File: src/rtl/pcr_defs.vh
// Purpose: offsets, field positions, reset values for partner caps / remap regs
// Assumes: included by its bare name
// Notes:   byte addresses are four times the register index
`ifndef PCR_DEFS_VH
`define PCR_DEFS_VH
`define PCR_IDX_RSVD_A      8'h34
`define PCR_IDX_CAPS        8'h35
`define PCR_IDX_RSVD_B      8'h36
`define PCR_IDX_DES_ADDR    8'h37
`define PCR_IDX_RSVD_C      8'h38
`define PCR_IDX_TGT0        8'h39
`define PCR_IDX_TGT1        8'h3a
`define PCR_IDX_CTRL        8'h40
`define PCR_IDX_ALIAS0      8'h41
`define PCR_IDX_ALIAS1      8'h42
`define PCR_IDX_STATUS      8'h43
`define PCR_CAP_FREEZE      7
`define PCR_CAP_SELFTEST    5
`define PCR_CAP_PARTNER_MULTIPORT       4
`define PCR_CTRL_PASS       0
`define PCR_CAPS_RESET      8'h00
`define PCR_DES_RESET       7'h3d
`define PCR_TGT_RESET       7'h00
`define PCR_ALIAS_RESET     7'h00
`define PCR_RSVD_RESET      8'h00
`endif

File: src/rtl/pcr_slot_match.v
// Purpose: one alias slot compare with its physical target address
// Assumes: no clock, pure combinational compare used by the register bank
// Notes:   a slot with alias zero never matches
`timescale 1ns/1ps
module pcr_slot_match #(
  parameter AW = 7
) (
  input  wire [AW-1:0] alias_in,
  input  wire [AW-1:0] target_in,
  input  wire [AW-1:0] addr_in,
  output wire          hit_out,
  output wire [AW-1:0] target_out
);
  assign hit_out    = (alias_in != {AW{1'b0}}) && (alias_in == addr_in);
  assign target_out = hit_out ? target_in : {AW{1'b0}};
endmodule

File: src/rtl/pcr_regs.v
// Purpose: partner capability, partner address and target remap registers
// Assumes: classic wishbone slave, 32-bit data, 8-bit registers in low byte
// Notes:   one ack or err per request, one cycle after strobe; ack drops next cycle
//          unmapped or misaligned access answers with err and writes nothing
//          back channel loads win over a bus write in the same cycle
//          alias value zero never matches; remap output is zero on a miss
`timescale 1ns/1ps
`include "pcr_defs.vh"
module pcr_regs #(
  parameter NSLOT = 2
) (
  input  wire        mclk_in,
  input  wire        reset_in,
  input  wire        wb_cyc_in,
  input  wire        wb_stb_in,
  input  wire        wb_we_in,
  input  wire [31:0] wb_adr_in,
  input  wire [31:0] wb_dat_in,
  input  wire [3:0]  wb_sel_in,
  output reg  [31:0] wb_dat_out,
  output reg         wb_ack_out,
  output reg         wb_err_out,
  input  wire        bc_link_detect_in,
  input  wire        bc_selftest_in,
  input  wire        bc_multiport_in,
  input  wire [3:0]  bc_port_num_in,
  input  wire        bc_addr_valid_in,
  input  wire [6:0]  bc_des_addr_in,
  input  wire        i2c_req_in,
  input  wire [6:0]  i2c_addr_in,
  output reg         fwd_valid_out,
  output reg  [6:0]  fwd_addr_out,
  output reg         fwd_hit_out
);
  // ***************************************
  // storage
  // ***************************************
  reg  [7:0] caps;
  reg  [7:0] rsvd_a;
  reg  [7:0] rsvd_b;
  reg  [7:0] rsvd_c;
  reg  [6:0] des_addr;
  reg        freeze_partner_address;
  reg  [6:0] tgt  [0:NSLOT-1];
  reg  [6:0] alias_addr [0:NSLOT-1];
  reg        pass_enable;
  reg        link_q;
  reg        caps_loaded;
  wire       freeze_partner_caps;
  wire       link_rise;
  wire       req;
  wire       wr;
  wire [7:0] idx;
  reg  [7:0] rd_byte;
  reg        mapped;
  wire [NSLOT-1:0] hits;
  wire [6:0] tsel [0:NSLOT-1];
  reg  [6:0] next_target;
  integer    i;
  integer    k;

  assign freeze_partner_caps = caps[`PCR_CAP_FREEZE];
  assign req       = wb_cyc_in && wb_stb_in && !wb_ack_out && !wb_err_out;
  assign wr        = req && wb_we_in && wb_sel_in[0] && mapped;
  assign idx       = wb_adr_in[9:2];
  assign link_rise = bc_link_detect_in && !link_q;

  // ***************************************
  // per register write strobes
  // ***************************************
  wire       wr_caps;
  wire       wr_des_addr;
  wire       wr_rsvd_a;
  wire       wr_rsvd_b;
  wire       wr_rsvd_c;
  wire       wr_ctrl;
  wire       wr_tgt0;
  wire       wr_tgt1;
  wire       wr_alias0;
  wire       wr_alias1;

  assign wr_caps     = wr && (idx == `PCR_IDX_CAPS);
  assign wr_des_addr = wr && (idx == `PCR_IDX_DES_ADDR);
  assign wr_rsvd_a   = wr && (idx == `PCR_IDX_RSVD_A);
  assign wr_rsvd_b   = wr && (idx == `PCR_IDX_RSVD_B);
  assign wr_rsvd_c   = wr && (idx == `PCR_IDX_RSVD_C);
  assign wr_ctrl     = wr && (idx == `PCR_IDX_CTRL);
  assign wr_tgt0     = wr && (idx == `PCR_IDX_TGT0);
  assign wr_tgt1     = wr && (idx == `PCR_IDX_TGT1);
  assign wr_alias0   = wr && (idx == `PCR_IDX_ALIAS0);
  assign wr_alias1   = wr && (idx == `PCR_IDX_ALIAS1);

  // ***************************************
  // address decode and read mux
  // ***************************************
  always @* begin
    mapped  = 1'b1;
    rd_byte = 8'h00;
    case (idx)
      `PCR_IDX_RSVD_A:   rd_byte = rsvd_a;
      `PCR_IDX_CAPS:     rd_byte = caps;
      `PCR_IDX_RSVD_B:   rd_byte = rsvd_b;
      `PCR_IDX_DES_ADDR: rd_byte = {des_addr, freeze_partner_address};
      `PCR_IDX_RSVD_C:   rd_byte = rsvd_c;
      `PCR_IDX_TGT0:     rd_byte = {tgt[0], 1'b0};
      `PCR_IDX_TGT1:     rd_byte = {tgt[1], 1'b0};
      `PCR_IDX_CTRL:     rd_byte = {7'h00, pass_enable};
      `PCR_IDX_ALIAS0:   rd_byte = {alias_addr[0], 1'b0};
      `PCR_IDX_ALIAS1:   rd_byte = {alias_addr[1], 1'b0};
      `PCR_IDX_STATUS:   rd_byte = {6'h00, caps_loaded, bc_link_detect_in};
      default:           mapped  = 1'b0;
    endcase
    if (wb_adr_in[31:10] != 22'h000000 || wb_adr_in[1:0] != 2'b00) begin
      mapped = 1'b0;
    end
  end

  // ***************************************
  // bus answer
  // ***************************************
  always @(posedge mclk_in) begin
    if (reset_in) begin
      wb_ack_out <= 1'b0;
      wb_err_out <= 1'b0;
      wb_dat_out <= 32'h00000000;
    end else begin
      wb_ack_out <= req && mapped;
      wb_err_out <= req && !mapped;
      if (req && mapped && !wb_we_in) begin
        wb_dat_out <= {24'h000000, rd_byte};
      end
    end
  end

  // ***************************************
  // capability register
  // ***************************************
  always @(posedge mclk_in) begin
    if (reset_in) begin
      link_q      <= 1'b0;
      caps        <= `PCR_CAPS_RESET;
    end else begin
      link_q <= bc_link_detect_in;
      if (wr_caps) begin
        caps <= wb_dat_in[7:0];
      end
      if (link_rise && !freeze_partner_caps) begin
        caps[`PCR_CAP_SELFTEST] <= bc_selftest_in;
        caps[`PCR_CAP_PARTNER_MULTIPORT]    <= bc_multiport_in;
        caps[3:0]               <= bc_port_num_in;
      end
    end
  end

  // ***************************************
  // capability load status
  // ***************************************
  always @(posedge mclk_in) begin
    if (reset_in) begin
      caps_loaded <= 1'b0;
    end else begin
      if (!bc_link_detect_in) begin
        caps_loaded <= 1'b0;
      end
      if (link_rise && !freeze_partner_caps) begin
        caps_loaded <= 1'b1;
      end
    end
  end

  // ***************************************
  // partner address
  // ***************************************
  always @(posedge mclk_in) begin
    if (reset_in) begin
      des_addr               <= `PCR_DES_RESET;
      freeze_partner_address <= 1'b0;
    end else begin
      if (wr_des_addr) begin
        des_addr               <= wb_dat_in[7:1];
        freeze_partner_address <= wb_dat_in[0];
      end
      if (bc_addr_valid_in && !freeze_partner_address) begin
        des_addr <= bc_des_addr_in;
      end
    end
  end

  // ***************************************
  // reserved bytes and pass-through control
  // ***************************************
  always @(posedge mclk_in) begin
    if (reset_in) begin
      rsvd_a      <= `PCR_RSVD_RESET;
      rsvd_b      <= `PCR_RSVD_RESET;
      rsvd_c      <= `PCR_RSVD_RESET;
      pass_enable <= 1'b0;
    end else begin
      if (wr_rsvd_a) begin
        rsvd_a <= wb_dat_in[7:0];
      end
      if (wr_rsvd_b) begin
        rsvd_b <= wb_dat_in[7:0];
      end
      if (wr_rsvd_c) begin
        rsvd_c <= wb_dat_in[7:0];
      end
      if (wr_ctrl) begin
        pass_enable <= wb_dat_in[`PCR_CTRL_PASS];
      end
    end
  end

  // ***************************************
  // target and alias slots
  // ***************************************
  always @(posedge mclk_in) begin
    if (reset_in) begin
      for (i = 0; i < NSLOT; i = i + 1) begin
        tgt[i]        <= `PCR_TGT_RESET;
        alias_addr[i] <= `PCR_ALIAS_RESET;
      end
    end else begin
      if (wr_tgt0) begin
        tgt[0] <= wb_dat_in[7:1];
      end
      if (wr_tgt1) begin
        tgt[1] <= wb_dat_in[7:1];
      end
      if (wr_alias0) begin
        alias_addr[0] <= wb_dat_in[7:1];
      end
      if (wr_alias1) begin
        alias_addr[1] <= wb_dat_in[7:1];
      end
    end
  end

  // ***************************************
  // alias match and remap
  // ***************************************
  genvar g;
  generate
    for (g = 0; g < NSLOT; g = g + 1) begin : slot
      pcr_slot_match #(
        .AW (7)
      ) u_match (
        .alias_in   (alias_addr[g]),
        .target_in  (tgt[g]),
        .addr_in    (i2c_addr_in),
        .hit_out    (hits[g]),
        .target_out (tsel[g])
      );
    end
  endgenerate

  always @* begin
    next_target = 7'h00;
    for (k = 0; k < NSLOT; k = k + 1) begin
      next_target = next_target | tsel[k];
    end
  end

  // ***************************************
  // forward outputs
  // ***************************************
  always @(posedge mclk_in) begin
    if (reset_in) begin
      fwd_valid_out <= 1'b0;
      fwd_addr_out  <= 7'h00;
      fwd_hit_out   <= 1'b0;
    end else begin
      fwd_valid_out <= i2c_req_in && pass_enable && (hits != {NSLOT{1'b0}});
      fwd_hit_out   <= i2c_req_in && (hits != {NSLOT{1'b0}});
      fwd_addr_out  <= next_target;
    end
  end
endmodule

File: config.mk
export PLATFORM = sky130hd
export DESIGN_NAME = pcr_regs
export DESIGN_NICKNAME = d
export VERILOG_FILES = /design/src/rtl/pcr_slot_match.v /design/src/rtl/pcr_regs.v
export VERILOG_INCLUDE_DIRS = /design/src /design/src/rtl
export SDC_FILE = /design/constraint.sdc
export NUM_CORES = 1
export LEC_CHECK = 0
export BUFFER_PORTS_ARGS = -buffer_cell sky130_fd_sc_hd__buf_2
export CORE_MARGIN = 5
export CORE_UTILIZATION = 29
export CTS_CLUSTER_DIAMETER = 40
export DETAILED_ROUTE_END_ITERATION = 10
export MAX_ROUTING_LAYER = met4
export SLEW_MARGIN = 20
export SYNTH_ARGS = -nofsm -noshare
export SYNTH_HDL_FRONTEND = slang
export SYNTH_HIERARCHICAL = 1
export SYNTH_SLANG_ARGS = --single-unit
File: constraint.sdc
create_clock -name mclk_in -period 2.3 [get_ports mclk_in]
set_clock_uncertainty 0.05 [all_clocks]
set_input_delay 0 -clock mclk_in [delete_from_list [all_inputs] [get_ports mclk_in]]
set_output_delay 0 -clock mclk_in [all_outputs]
set_load 0.005 [all_outputs]
==> run summary <==
Reg2Reg Setup Slack: 170 ps
IO buf count: 87
Area fraction of the dominant cell type after synthesis: 24.9%
Cells after Synth: 504
Hold Path End: rsvd_a[2]
Die ar.: 0.0199 mm^2
Final hold violation count: 0
Critical Path RT: 2460 ps
Ys Warns: 6
Final period util: 92.6%
First-pass GRT wire length: 24300 um
Placement Cell Area: 0.00567 mm^2
Synth Cell Area: 0.00499 mm^2
Crit-path max FO: 5
Hold_sp: wb_dat_in[2]
Setup Crit Path Kind: flop to flop
RePlAce Congestion: 0.932
Clock tree buffer depth: 2
Gr usage total: 16.2%
Setup TNS: 0 ps
Avg Cell Area, Syn: 9.89 um^2
# IOs: 139
RR Startpoint: wb_err_out
Area Growth Syn to Fin: 23.4%
Worst r2r path cells: 5
Synth top area cells: dfxtp_1, edfxtp_1, mux2i_1, nor2_1, nor4_4
Worst R2R End: des_addr[2]
Final number of setup-violating endpoints: 0
Max-cap check violation count: 0
Multi-input gate area in the final layout: 0.00263 mm^2
Std-Cell Rows: 48
Top_reg_cell synth: dfxtp_1
Avg WL per Cell: 18.5 um
Hold Crit Depth: 3
Pins Over Slew Limit: 0
Startpoint types: flop
# resized after CTS: 0
CTS buffer count: 9
Worst min-delay path class: input port to flop
CP arrival: 2290 ps
Sink Count: 90
RSZ-0062 raised after global routing: no
Post-Layout Inst Area: 0.00615 mm^2
Die width: 141 um
Max-Slew Margin vs Limit: 54.2%
Highest Clock Rate: 0.470 GHz
Die Y: 141 um
Clk Latency, worst-skew pair: 350 ps
ANT cells: 0
Reg clk slew, reported paths: 70 ps
Starting DRT DRC Count: 411
Post-synth top area cell: dfxtp_1
Synth cell types: 59
Vias per cell: 5.08
Share of post-route cells with drive strength above 1: 26.1%
Remaining global-route overflow: 0
Core area: 0.0171 mm^2
Nets@finish: 715
Reg area: 0.00208 mm^2
WL final: 15700 um
Static Leakage: 2.55 nW
DR DRC count: 0
Root Buffer: clkbuf_16
Worst Setup End Kind: flop
CTS tree: yes
Routed Antenna Nets: 0
Outcome: finished clean
Drt first pass iters: 5
Via count: 4311
H-Tree Depth: 3
Number of global-route vias before repair: 4385
VDD IR max: 0.264 mV
Hpwl dp: 12100 um
EDFF count, synth: 28
Fillcell total: 1696
Cell Pwr Density: 587 mW/mm^2
Ys async rst share: 0%
Sequential area share after synthesis: 41.8%
Design Power: 0.00361 W
Synthesized flop and latch total: 90
Largest net degree at the start of global routing: 45
Initial antenna violation count: 0
Initial Utilization: 29.2%
Worst Tran Pin Value: 686 ps
Final min period: 2130 ps
-- worst max path at each step --
stage	slack, ps	from	endpoint	depth (start not counted)
global route	60	wb_err_out	des_addr[3]	5
CTS	200	wb_err_out	des_addr[2]	5
floorplan	420	wb_err_out	alias_addr[0][0]	4
detailed placement	190	wb_err_out	des_addr[2]	5
global placement	230	wb_err_out	des_addr[5]	5
finish	170	wb_err_out	des_addr[2]	5
-- synth_stat cells (all sizes together), types with 4 or more instances --
| master | number |
|---|---|
| o21ai | 12 |
| a22oi | 15 |
| clkbuf | 22 |
| nand2 | 19 |
| and2 | 20 |
| a2111oi | 6 |
| nor3b | 5 |
| xor2 | 14 |
| a31o | 4 |
| and3 | 18 |
| nand3 | 14 |
| a31oi | 9 |
| o21bai | 7 |
| a211oi | 8 |
| nor4 | 13 |
| a311oi | 7 |
| nor2b | 11 |
| nand2b | 5 |
| inv | 9 |
| buf | 29 |
| a21oi | 8 |
| o22ai | 5 |
| edfxtp | 28 |
| mux2i | 36 |
| nor3 | 19 |
| dfxtp | 62 |
| a41oi | 7 |
| nand4 | 8 |
| nor2 | 61 |
-- logic make-up (layout without fill, tap and decap cells) --
family,Yosys count,in the layout,synth area share (%)
mux,37,37,7.45
other cells,1,24,0.0752
simple gates,202,202,25.1
buf+inv,60,157,7.15
flops,90,90,41.8
compound gates,100,100,16.0
xor+xnor,14,14,2.46
-- timing repair --
action | in CTS | in global routing
setup endpoints to repair | 0 | 0
endpoints found under the hold margin | 21 | 0
buffers inserted | 0 | 0
hold buffers | 18 | 0
-- flip-flops by register name, summed over array words and instances (netlist names), 7 cells and up --
signal        count
fwd_addr_out      7
rsvd_c            8
tgt              14
rsvd_a            8
rsvd_b            8
wb_dat_out        8
des_addr          7
caps              8
alias_addr       14
-- metrics by stage --
step           setup WS, ps  hold slack, ps  instances  utilization [%]
2_1_floorplan           418            78.2        527                -
3_3_place_gp            230             211        815             33.2
3_5_place_dp            190             228        815             33.2
4_1_cts                 201            7.67        849             36.1
5_1_grt                57.7            15.8        849             36.1
6_report                171            17.9        849             36.1
-- report_power, final --
group,switching [W],leakage (nW),internal [W]
clock,0.000650,0.144,0.000851
combinational,0.000247,1.62,0.000160
sequential,0.0000327,0.786,0.00167
-- area by class of cell --
cell class	count	share of cell area, %
well taps	225	4.58
clock buffers	9	3.66
inverters	9	0.549
multi-input cells	377	42.8
flip-flops and latches	90	33.8
repair buffers	132	13.3
clock inverters	7	1.28
-- metal layers --
| layer | vias up | track usage (%) | wire (um) |
|---|---|---|---|
| met1 | 2096 | 19.9 | 6650 |
| met3 | 33 | 3.32 | 936 |
| met4 | 0 | 5.86 | 385 |
| met2 | 120 | 26.4 | 7770 |
| li1 | 2062 | - | - |
| met5 | - | - | 0 |
-- cells in the final DEF, fill, tap and decap left out, drive strengths merged, types with 18 or more instances in the layout --
cell and instances:
conb 24, nor3 19, buf 114, nor2 61, dfxtp 62, mux2i 36, edfxtp 28, and3 18
dlygate4sd3 18, and2 20, nand2 19
-- critical path: stages, from the launching register on --
cell and delay (ps):
dfxtp_1 320, nand4bb_1 260, or4_1 630, nor4_4 330, nor2_1 220, mux2i_1 180
Power figures use the tool's default switching activity.
